===== config.mk =====
export PLATFORM = sky130hd
export DESIGN_NAME = roc_top
export DESIGN_NICKNAME = d
export VERILOG_FILES = /design/src/core/roc_top.v
export VERILOG_INCLUDE_DIRS = /design/src /design/src/core
export SDC_FILE = /design/constraint.sdc
export NUM_CORES = 1
export LEC_CHECK = 0
export BUFFER_PORTS_ARGS = -buffer_cell sky130_fd_sc_hd__buf_2
export CAP_MARGIN = 20
export CORE_MARGIN = 1.5
export CORE_UTILIZATION = 40
export DETAILED_ROUTE_END_ITERATION = 10
export SLEW_MARGIN = 15
export SYNTH_ARGS = -nofsm -noshare
export SYNTH_HDL_FRONTEND = slang
export SYNTH_SLANG_ARGS = --single-unit

===== constraint.sdc =====
create_clock -name ref_clk -period 7.7 [get_ports ref_clk]
set_input_delay 0 -clock ref_clk [delete_from_list [all_inputs] [get_ports ref_clk]]
set_output_delay 0 -clock ref_clk [all_outputs]
set_load 0.02 [all_outputs]

===== src/core/roc_consts.vh =====
/*
 * Constants of the relay output controller: register offsets, field
 * positions, reset values and timing figures.
 * Assumes byte addresses on the plain register port, one word each.
 */
`ifndef ROC_CONSTS_VH
`define ROC_CONSTS_VH

// ==========================================================
// register offsets
`define ROC_AW 8
`define ROC_OFS_CMD 8'h00
`define ROC_OFS_CTRL 8'h04
`define ROC_OFS_FAILSEL 8'h08
`define ROC_OFS_PREDEF 8'h0c
`define ROC_OFS_MASK 8'h10
`define ROC_OFS_TESTVAL 8'h14
`define ROC_OFS_ACTUAL 8'h18
`define ROC_OFS_MISMATCH 8'h1c
`define ROC_OFS_INFO 8'h20
`define ROC_OFS_IRQ_STAT 8'h24
`define ROC_OFS_IRQ_MASK 8'h28

// ==========================================================
// control register fields
`define ROC_CTRL_RUN 0
`define ROC_CTRL_SLEEP 1
`define ROC_CTRL_FREEZE 2
`define ROC_CTRL_TEST 3
`define ROC_CTRL_SW_INH 4
`define ROC_CTRL_STARTRST 5
`define ROC_CTRL_W 6
`define ROC_CTRL_RST 6'h00

// ==========================================================
// info register fields
`define ROC_INFO_INHIBITED 0
`define ROC_INFO_INH_EN 1
`define ROC_INFO_SW_MODE 2
`define ROC_INFO_FAILED 3
`define ROC_INFO_COMM_LOST 4
`define ROC_INFO_LATCHED 5
`define ROC_INFO_SLEEP 6
`define ROC_INFO_W 7

// ==========================================================
// interrupt status / mask fields
`define ROC_IRQ_MISMATCH 0
`define ROC_IRQ_INHIBIT 1
`define ROC_IRQ_FAIL 2
`define ROC_IRQ_COMM 3
`define ROC_IRQ_W 4

// ==========================================================
// timing: clock rate and times in their own units
`define ROC_CLK_KHZ 10000
`define ROC_SETTLE_MS 10
`define ROC_WDOG_MS 100
`define ROC_SETTLE_CYC (`ROC_SETTLE_MS * `ROC_CLK_KHZ)
`define ROC_WDOG_CYC (`ROC_WDOG_MS * `ROC_CLK_KHZ)

`endif


===== src/core/roc_top.v =====
/*
 * Relay output controller: twelve relay outputs with back-indication
 * checking, module inhibit, fail values, mask, freeze, test access,
 * sleep, failure status and a masked interrupt.
 * Assumes a single-clock register master (plain strobes, read data one
 * cycle later); relay contacts, selector switch, inhibit supply, variant
 * strap and fault detector are asynchronous pins.
 */
// How it works
// twelve independent relay drive outputs follow their commanded states.
// energized variant drives every relay off on module fault.
// latched variant holds each relay position through module fault.
// back indication compared to command; mismatch readable and signalled.
// mismatch reporting suppressed while relays are inhibited.
// inhibit enabled and supply open forces energized relays to zero.
// latched relays ignore the inhibit and stay controllable.
// current inhibit status readable by software.
// selector decode: 00/01 enabled, 10 software, 11 disabled.
// software mode takes inhibit enable from a control bit, default off.
// inhibited energized relays ignore commands until supply returns.
// per-output fail value, keep-last or predefined, on stop or comm loss.
// per-output mask forces the predefined value in normal operation.
// optional startup reset drives latched relays to zero until run.
// sleep command stops all function and asserts low-power output.
// module failure lights error indicator and shows readable status.
// freeze holds every output at its value when frozen.
// test access reports configuration, actual outputs, sets outputs.
// mismatch check waits for relay settle time after every change.
`timescale 1ns/1ns
`include "roc_consts.vh"

module roc_top #(
    parameter N = 12,
    parameter CW = 24,
    parameter SETTLE_CYC = `ROC_SETTLE_CYC,
    parameter WDOG_CYC = `ROC_WDOG_CYC
) (
    input wire ref_clk,
    input wire rst,
    input wire [`ROC_AW-1:0] reg_addr,
    input wire [31:0] reg_wdata,
    input wire reg_wr,
    input wire reg_rd,
    output reg [31:0] reg_rdata,
    input wire [N-1:0] back_ind,
    input wire sel_sw1,
    input wire sel_sw2,
    input wire inhibit_supply_line,
    input wire latched_strap,
    input wire module_fault,
    output wire [N-1:0] relay_drive,
    output wire err_led,
    output wire low_power,
    output wire irq
);

    // ==========================================================
    // input synchronisers
    localparam SW = N + 5;
    wire [SW-1:0] async_in;
    wire [SW-1:0] sync_s;

    // back indication shares the chain with the control pins, so every
    // decision sees one snapshot of the outside world
    assign async_in = {module_fault, latched_strap, inhibit_supply_line,
                       sel_sw2, sel_sw1, back_ind};

    roc_sync #(
        .W(SW)
    ) u_roc_sync (
        .ref_clk(ref_clk),
        .rst(rst),
        .d(async_in),
        .q(sync_s)
    );

    wire [N-1:0] back_s = sync_s[N-1:0];
    wire sw1_s = sync_s[N];
    wire sw2_s = sync_s[N+1];
    wire supply_s = sync_s[N+2];
    wire latched_s = sync_s[N+3];
    wire fault_s = sync_s[N+4];

    // ==========================================================
    // software registers
    reg [N-1:0] cmd_q;
    reg [`ROC_CTRL_W-1:0] ctrl_q;
    reg [N-1:0] failsel_q;
    reg [N-1:0] predef_q;
    reg [N-1:0] mask_q;
    reg [N-1:0] testval_q;
    reg [`ROC_IRQ_W-1:0] irq_stat_q;
    reg [`ROC_IRQ_W-1:0] irq_stat_d;
    reg [`ROC_IRQ_W-1:0] irq_mask_q;

    wire wr_cmd = reg_wr && (reg_addr == `ROC_OFS_CMD);
    wire wr_ctrl = reg_wr && (reg_addr == `ROC_OFS_CTRL);
    wire wr_fsel = reg_wr && (reg_addr == `ROC_OFS_FAILSEL);
    wire wr_pdef = reg_wr && (reg_addr == `ROC_OFS_PREDEF);
    wire wr_mask = reg_wr && (reg_addr == `ROC_OFS_MASK);
    wire wr_test = reg_wr && (reg_addr == `ROC_OFS_TESTVAL);
    wire wr_istat = reg_wr && (reg_addr == `ROC_OFS_IRQ_STAT);
    wire wr_imask = reg_wr && (reg_addr == `ROC_OFS_IRQ_MASK);

    wire run = ctrl_q[`ROC_CTRL_RUN];
    wire sleep = ctrl_q[`ROC_CTRL_SLEEP];
    wire freeze = ctrl_q[`ROC_CTRL_FREEZE];
    wire test = ctrl_q[`ROC_CTRL_TEST];
    wire sw_inh = ctrl_q[`ROC_CTRL_SW_INH];
    wire start_rst = ctrl_q[`ROC_CTRL_STARTRST];

    always @(posedge ref_clk or posedge rst) begin
        if (rst) begin
            cmd_q <= {N{1'b0}};
            ctrl_q <= `ROC_CTRL_RST;
            failsel_q <= {N{1'b0}};
            predef_q <= {N{1'b0}};
            mask_q <= {N{1'b0}};
            testval_q <= {N{1'b0}};
            irq_mask_q <= {`ROC_IRQ_W{1'b0}};
        end else begin
            if (wr_cmd)
                cmd_q <= reg_wdata[N-1:0];
            if (wr_ctrl)
                ctrl_q <= reg_wdata[`ROC_CTRL_W-1:0];
            if (wr_fsel)
                failsel_q <= reg_wdata[N-1:0];
            if (wr_pdef)
                predef_q <= reg_wdata[N-1:0];
            if (wr_mask)
                mask_q <= reg_wdata[N-1:0];
            if (wr_test)
                testval_q <= reg_wdata[N-1:0];
            if (wr_imask)
                irq_mask_q <= reg_wdata[`ROC_IRQ_W-1:0];
        end
    end

    // ==========================================================
    // communication watchdog
    // any register access proves the processor is alive; a runaway
    // program that keeps polling still counts as alive
    localparam [CW-1:0] WDOG_LOAD = WDOG_CYC[CW-1:0];
    reg [CW-1:0] wdog_q;
    wire comm_lost = (wdog_q == {CW{1'b0}});

    always @(posedge ref_clk or posedge rst) begin
        if (rst)
            wdog_q <= {CW{1'b0}};
        else if (reg_wr || reg_rd)
            wdog_q <= WDOG_LOAD;
        else if (!comm_lost)
            wdog_q <= wdog_q - {{(CW-1){1'b0}}, 1'b1};
    end

    // ==========================================================
    // inhibit decode
    // selector decode
    wire sw_mode = sw1_s && !sw2_s;
    // software enable
    wire inh_en = !sw1_s || (sw_mode && sw_inh);
    // open supply inhibits
    // latched exempt
    wire inhibited = inh_en && !supply_s && !latched_s;

    // ==========================================================
    // start-up guard
    // the synchronisers clear to zero, so the decoded inhibit state is
    // wrong for the first edges after reset; its change event waits
    // until settled pins have reached the edge detector
    reg [1:0] boot_q;
    wire booted = (boot_q == 2'b11);

    always @(posedge ref_clk or posedge rst) begin
        if (rst)
            boot_q <= 2'b00;
        else if (!booted)
            boot_q <= boot_q + 2'b01;
    end

    // ==========================================================
    // startup reset window
    // closes at the first run so a later restart cannot reset latches
    reg start_done_q;

    always @(posedge ref_clk or posedge rst) begin
        if (rst)
            start_done_q <= 1'b0;
        else if (run)
            start_done_q <= 1'b1;
    end

    // ==========================================================
    // relay drive
    reg [N-1:0] relay_q;
    reg [N-1:0] relay_d;

    // priority, highest first: sleep, fault, inhibit, freeze, test,
    // startup reset, fail value, then mask over command; sleep sits on
    // top because a module that is not functioning moves nothing
    always @* begin
        relay_d = relay_q;
        if (sleep) begin
            // sleep stops
            relay_d = relay_q;
        end else if (fault_s) begin
            // energized off
            // latched holds
            relay_d = latched_s ? relay_q : {N{1'b0}};
        end else if (inhibited) begin
            // ignore commands
            relay_d = {N{1'b0}};
        end else if (freeze) begin
            // freeze holds
            relay_d = relay_q;
        end else if (test) begin
            // direct set
            relay_d = testval_q;
        end else if (!start_done_q && start_rst && latched_s) begin
            // startup reset
            relay_d = {N{1'b0}};
        end else if (!run || comm_lost) begin
            // fail value
            relay_d = (failsel_q & predef_q) | (~failsel_q & relay_q);
        end else begin
            // mask forces
            // follow command
            relay_d = (mask_q & predef_q) | (~mask_q & cmd_q);
        end
    end

    always @(posedge ref_clk or posedge rst) begin
        if (rst)
            relay_q <= {N{1'b0}};
        else
            relay_q <= relay_d;
    end

    assign relay_drive = relay_q;

    // ==========================================================
    // back indication check
    // one shared settle timer: a change on any relay delays all checks,
    // trading per-relay precision for eleven fewer counters
    // starts full, so nothing is reported before the first settle time
    localparam [CW-1:0] SETTLE_LOAD = SETTLE_CYC[CW-1:0];
    reg [CW-1:0] settle_q;
    reg [N-1:0] mism_q;
    wire settled = (settle_q == {CW{1'b0}});

    always @(posedge ref_clk or posedge rst) begin
        if (rst)
            settle_q <= SETTLE_LOAD;
        else if (relay_d != relay_q)
            // restart settle
            settle_q <= SETTLE_LOAD;
        else if (!settled)
            settle_q <= settle_q - {{(CW-1){1'b0}}, 1'b1};
    end

    always @(posedge ref_clk or posedge rst) begin
        if (rst)
            mism_q <= {N{1'b0}};
        else if (settled && !inhibited && !sleep)
            // compare position
            mism_q <= relay_q ^ back_s;
        else
            // suppress when inhibited
            mism_q <= {N{1'b0}};
    end

    // ==========================================================
    // events and interrupt
    reg inhibited_q;
    reg fault_q;
    reg comm_lost_q;
    wire [`ROC_IRQ_W-1:0] events;

    assign events = {comm_lost && !comm_lost_q,
                     fault_s && !fault_q,
                     booted && (inhibited != inhibited_q),
                     |mism_q};

    always @* begin
        irq_stat_d = irq_stat_q;
        if (wr_istat)
            irq_stat_d = irq_stat_d & ~reg_wdata[`ROC_IRQ_W-1:0];
        // set wins over a clear in the same cycle
        irq_stat_d = irq_stat_d | events;
    end

    always @(posedge ref_clk or posedge rst) begin
        if (rst) begin
            inhibited_q <= 1'b0;
            fault_q <= 1'b0;
            // comm loss is the reset state, not an event
            comm_lost_q <= 1'b1;
            irq_stat_q <= {`ROC_IRQ_W{1'b0}};
        end else begin
            inhibited_q <= inhibited;
            fault_q <= fault_s;
            comm_lost_q <= comm_lost;
            irq_stat_q <= irq_stat_d;
        end
    end

    assign irq = |(irq_stat_q & irq_mask_q);
    // error indicator
    assign err_led = fault_q;
    assign low_power = sleep;

    // ==========================================================
    // read port
    wire [`ROC_INFO_W-1:0] info;
    // inhibit status
    // failure status
    assign info = {sleep, latched_s, comm_lost, fault_q,
                   sw_mode, inh_en, inhibited};

    always @(posedge ref_clk or posedge rst) begin
        if (rst)
            reg_rdata <= 32'h0;
        else if (reg_rd) begin
            case (reg_addr)
                `ROC_OFS_CMD: reg_rdata <= {{(32-N){1'b0}}, cmd_q};
                `ROC_OFS_CTRL:
                    reg_rdata <= {{(32-`ROC_CTRL_W){1'b0}}, ctrl_q};
                `ROC_OFS_FAILSEL: reg_rdata <= {{(32-N){1'b0}}, failsel_q};
                `ROC_OFS_PREDEF: reg_rdata <= {{(32-N){1'b0}}, predef_q};
                `ROC_OFS_MASK: reg_rdata <= {{(32-N){1'b0}}, mask_q};
                `ROC_OFS_TESTVAL: reg_rdata <= {{(32-N){1'b0}}, testval_q};
                // actual outputs
                `ROC_OFS_ACTUAL: reg_rdata <= {{(32-N){1'b0}}, relay_q};
                `ROC_OFS_MISMATCH: reg_rdata <= {{(32-N){1'b0}}, mism_q};
                `ROC_OFS_INFO:
                    reg_rdata <= {{(32-`ROC_INFO_W){1'b0}}, info};
                `ROC_OFS_IRQ_STAT:
                    reg_rdata <= {{(32-`ROC_IRQ_W){1'b0}}, irq_stat_q};
                `ROC_OFS_IRQ_MASK:
                    reg_rdata <= {{(32-`ROC_IRQ_W){1'b0}}, irq_mask_q};
                default: reg_rdata <= 32'h0;
            endcase
        end else
            reg_rdata <= 32'h0;
    end

endmodule

// ==========================================================
// two-flop synchroniser
// clears to zero: a pin that idles high reads low for two edges after
// reset, which the start-up guard above allows for
module roc_sync #(
    parameter W = 1
) (
    input wire ref_clk,
    input wire rst,
    input wire [W-1:0] d,
    output wire [W-1:0] q
);

    reg [W-1:0] meta_q;
    reg [W-1:0] stab_q;

    always @(posedge ref_clk or posedge rst) begin
        if (rst) begin
            meta_q <= {W{1'b0}};
            stab_q <= {W{1'b0}};
        end else begin
            meta_q <= d;
            stab_q <= meta_q;
        end
    end

    assign q = stab_q;

endmodule


Word-level counts from Yosys, hierarchy flattened. Cells that the tools add are included.

Bits in registers: 218. Bits in latches: 0. Memory bits (writable): 0. Memory bits (read-only): 0. Output and inout port bits: 47. Logic and storage cells: 104. Memories kept: 0.

$add $sub $neg: 3. $mul: 0. Divide/modulo/power cells: 0. Magnitude comparators: 0. Equality and inequality tests: 15. Shifts and indexed selects: 0. Muxes and demuxes: 16. Bitwise gates (word level): 13. Reduce and logical (&&, ||, !) cells: 37.

Operators with widths (number): case mux 12 bit (11 select lines) (1); two-way mux 12 bit (9); two-way mux 24 bit (4); AND 12 bit (4); logical NOT 24 bit (2); subtractor 24 x 1 -> 24 bit (second input constant) (2); equality test 8 x 5 -> 1 bit (second input constant) (4); two-way mux 32 bit (1); equality test 8 x 6 -> 1 bit (second input constant) (3); inverter 12 bit (2); bitwise OR 12 bit (2); logical AND 1 bit (19); equality test 8 x 4 -> 1 bit (second input constant) (2); inequality test 12 bit (1); OR reduction 12 bit (1); bitwise XOR 12 bit (1); logical NOT 1 bit (10); AND 4 bit (2); equality test 8 x 3 -> 1 bit (second input constant) (1); logical NOT 8 bit (1); two-way mux 4 bit (1); inequality test 2 x 1 -> 1 bit (second input constant) (2); inverter 4 bit (1); bitwise OR 4 bit (1); 5 further kinds (7).

Depth between registers and ports, before layout.
Depth after elaboration: 12. Mapped depth: 12. Depth with buffers taken out: 10.

By module. Synthesis repeated with hierarchy kept, for this count alone.

Cells, all modules: 891. Area, all modules: 9654.3 µm².

Modules (own cells, without submodules): roc_top (times used 1, cells each 856, area each 8799.7 µm²); roc_sync (times used 1, cells each 35, area each 854.6 µm²).

Least setup slack after synthesis. Ideal clock, no wire load.

Kind: reg-to-reg. From: register wdog_q[9]. To: register settle_q[11]. Arrival: 3.387 ns. Path slack: 4.193 ns. Cell stages (with the launch flop): 12. Clock period less this slack: 3.507 ns. Path through: dfrtp_1 -> or4_1 -> buf_2 -> or4b_1 -> buf_4 -> o21ai_4 -> mux2_2 -> o21a_1 -> o32a_2 -> a31oi_4 -> buf_8 -> nor3_2.

Word-level cells in the longest chain between the ends: 11.

Ends and longest elaborated chain: start: declaration (line roc_top.v:144) `reg [CW-1:0] wdog_q;`; start signal: assignment (line roc_top.v:149) `wdog_q <= {CW{1'b0}};`; start signal: assignment (line roc_top.v:153) `wdog_q <= wdog_q - {{(CW-1){1'b0}}, 1'b1};`; logical NOT 24 bit * (line roc_top.v:145) `wire comm_lost = (wdog_q == {CW{1'b0}});`; logical OR 1 bit * (line roc_top.v:222) `end else if (!run || comm_lost) begin`; two-way mux 12 bit * (line roc_top.v:222); two-way mux 12 bit * (line roc_top.v:219) `end else if (!start_done_q && start_rst && latched_s) begin`; two-way mux 12 bit * (line roc_top.v:216) `end else if (test) begin`; two-way mux 12 bit * (line roc_top.v:213) `end else if (freeze) begin`; two-way mux 12 bit * (line roc_top.v:210) `end else if (inhibited) begin`; two-way mux 12 bit * (line roc_top.v:206) `end else if (fault_s) begin`; two-way mux 12 bit * (line roc_top.v:203) `if (sleep) begin`; inequality test 12 bit * (line roc_top.v:254) `else if (relay_d != relay_q)`; inequality test 2 x 1 -> 1 bit (no line) or two-way mux 24 bit (tied branches); end signal: assignment (line roc_top.v:258) `settle_q <= settle_q - {{(CW-1){1'b0}}, 1'b1};`; end: declaration (line roc_top.v:247) `reg [CW-1:0] settle_q;`.

Mark *: on every way between the ends. The rest lies on a longest branch, timed or not. A chain may end at the register's enable or synchronous reset.

Final worst setup path.
From: register wdog_q[9]. To: register settle_q[2].

The elaborated chain is that of the path after synthesis.

==> out/metrics.yaml <==
die_x_um: 158
row_count: 56
power.net_switching_mw: 0.777
layout.core_utilization: 0.471
synth_enable_flop_cells: 0
slew-limit-headroom: 0.355
wl_per_cell_um: 20.8
timing.final.crit_share: 0.556
timing.fmax_ghz: 0.234
setup.worst_path.end_class: "flip-flop"
detail_route.first_pass.iterations: 5
slew_viol_final: 0
drt_wl_total_um: 26700
cts_tree: "done"
insertedDiodeCount: 0
grt.total_usage: 0.223
cts.htree.levels: 4
finalSetupViolCount: 0
finalHoldViolations: 0
power.static_leakage_nw: 4.79
cts-root-buf: "clkbuf_16"
grt_pass1_vias: 7030
power.switching_fraction: 0.315
seqPwrFrac: 0.470
layout_common_cells: "dfrtp_1 (191), mux2_2 (80), buf_2 (67)"
layout.cells.most_common: "dfrtp_1"
synthesis.area_per_instance_um2: 11.1
clk_path_buf_depth: 2
placed_cells: 1218
layout-drive-gt1-share: 0.239
layout_area_overhead_pct: 15.1
worst_slew_pin_slew_ns: 0.967
vdd_ir_drop_max_v: 0.000152
cts_buffers: 17
yosys-top-cells-area: "dfrtp_1 (50%), mux2_2 (9.4%), xnor2_1 (3.3%)"
pin_count_of_the_biggest_net_entering_global_routing: 125
floorplan.die_area_mm2: 0.0250
final_nets: 1014
number_of_sinks_on_the_clock_net: 198
dp.final_hpwl_um: 17700
gate_count_post_synth: 864
clk_latency_ns: 0.45
min_period_ns: 4.28
worst-path-max-fanout: 18
timing.setup.critical_path_class: "flip-flop to flip-flop"
final_cells: 1281
postSynth.asyncResetShare: 1.00
timing.critical_path.from_type: "flip-flop"
post_cts_buffers: 0
synth_flop_cell: "dfrtp_1"
synth_sequential_area_ratio: 0.516
drt_iter0_drc: 752
rsz0062_at_grt: "false"
pwr-share-clk: 0.359
worst_clock_skew_on_the_final_layout_ns: 0.0146
start_util: 0.409
synth_warnings: 0
post_cts_resize_count: 0
worst-endpoint-arrival_ns: 4.58
synth_top_area_frac: 0.497
power.share.combinational: 0.172
final_antenna_net_count: 0
grt.overflow.total: 0
timing.critical_path.required_ns: 8.00
power_per_cell_area_mw_per_mm2: 223
fp.dieH_um: 158
vias_per_cell: 5.75
io-pin-count: 108
syn-cell-area_mm2: 0.00962
grt_antenna_before_repair: 1
ys_types: 83
outcome: "finished clean"
internal-power_mw: 1.69
via_count: 7367
hold_class: "primary input to flip-flop"
total_power_mw: 2.47
synth_seq_cells: 198
path_clk_slew_ns: 0.08
drc: 0
io_buffers: 67
synth_largest_area_cell: "dfrtp_1"
gpl.final_weighted_congestion: 0.924
cap_viol_max_count: 0
setup_total_negative_slack_ns: 0
timing.hold.ws_ns: 0.0584
wire_length_of_the_first_global_routing_pass_um: 41700
floorplan.core_area_mm2: 0.0235
[metrics by stage]
step	cell area, um2	worst slack [ns]
after detailed placement	10200	3.42
final	11100	3.42
after global routing	11100	3.31
after CTS	11100	3.41
after global placement	10200	3.47
after floorplan	9700	2.31
[flip-flops by register name, summed over array words and instances, names as in the netlist, 2 cells and up]
| register | cells |
|---|---|
| ctrl_q | 6 |
| reg_rdata | 12 |
| cmd_q | 12 |
| mism_q | 12 |
| u_roc_sync.meta_q | 17 |
| settle_q | 24 |
| predef_q | 12 |
| failsel_q | 12 |
| wdog_q | 24 |
| testval_q | 12 |
| u_roc_sync.q | 17 |
| relay_drive | 12 |
| mask_q | 12 |
| irq_mask_q | 4 |
| irq_stat_q | 4 |
| boot_q | 2 |
[area by class of cell]
cell class,instances,area (um2)
clock buffer,17,425
clock inverter,15,156
fill,2239,12500
inverter,18,75.1
multi-input combinational,605,4330
sequential,198,4960
tap,319,399
timing repair buffer,109,728
[final timing paths]
kind	from	end	slack [ns]	cells after the start
max in group asynchronous	rst	failsel_q[0]$_DFFE_PP0P_	5.92	4
hold reg to reg	u_roc_sync.meta_q[11]$_DFF_PP0_	u_roc_sync.q[11]$_DFF_PP0_	0.35	0
min in group asynchronous	rst	settle_q[2]$_DFFE_PP0P_	0.26	3
setup / recovery	wdog_q[9]$_DFFE_PP0P_	settle_q[2]$_DFFE_PP0P_	3.42	8
setup reg to reg	wdog_q[9]$_DFFE_PP0P_	settle_q[2]$_DFFE_PP0P_	3.42	8
hold / removal	reg_wr	irq_stat_q[2]$_DFF_PP0_	0.06	4
[kinds of logic (layout without fill, tap and decap cells)]
group	count (synthesis)	after routing	synth area share
muxes	94	94	0.109
xor gates and xnor gates	49	49	0.0446
DFF	198	198	0.516
and+or+nand+nor	261	261	0.146
adders and majority gates	4	4	0.00520
buffers and inverters	80	159	0.0416
other	1	20	0.000390
AOI/OAI and AO/OA	177	177	0.138
[Yosys cell counts (3+ instances only)]
| master | count |
|---|---|
| mux2i_1 | 13 |
| nor2_1 | 61 |
| a22oi_1 | 17 |
| nor4_1 | 17 |
| a222oi_1 | 11 |
| nand3b_1 | 4 |
| nand3_1 | 18 |
| buf_1 | 4 |
| o21ai_0 | 27 |
| xor2_1 | 13 |
| a31oi_1 | 14 |
| or2_2 | 5 |
| nand2_1 | 63 |
| ha_1 | 4 |
| nor3_1 | 22 |
| dfrtp_1 | 191 |
| nor3_2 | 11 |
| buf_4 | 21 |
| o211ai_1 | 6 |
| a22o_1 | 13 |
| dfstp_2 | 7 |
| nand4_1 | 11 |
| xnor2_1 | 36 |
| and3_1 | 4 |
| nand2b_1 | 5 |
| clkbuf_1 | 33 |
| inv_1 | 17 |
| a221oi_1 | 11 |
| mux2_2 | 80 |
| o22ai_1 | 8 |
| or4_1 | 10 |
| a211oi_1 | 9 |
| a21oi_1 | 24 |
| a21o_1 | 3 |
| or3_1 | 12 |
[routing by layer]
layer	global-route usage	part of all wire	up-vias
met5	0	0	-
met4	0.0659	0.021	0
met3	0.0495	0.079	47
met2	0.339	0.45	303
met1	0.319	0.45	3676
li1	-	-	3341
[critical path, stage by stage, from the launching register on]
cell,delay (ns)
dfrtp_1,0.45
or4_1,0.70
or4b_1,0.81
o21ai_4,0.44
mux2_2,0.40
o21a_1,0.22
o32a_2,0.36
a31oi_4,0.62
nor3_1,0.12
[power groups by stage]
stage               Clock, mW  Combinational, mW  Sequential (mW)
floorplan                   0              0.327             1.16
global placement            0              0.411             1.18
detailed placement          0              0.414             1.18
CTS                     0.898              0.429             1.16
global route            0.940              0.472             1.17
finish                  0.885              0.424             1.16
[what timing repair did]
| item | in CTS | in global routing |
|---|---|---|
| hold buffers | 31 | 0 |
| hold endpoints to repair | 215 | 0 |
| endpoints found under the setup margin | 0 | 0 |
Power figures use the tool's default switching activity.
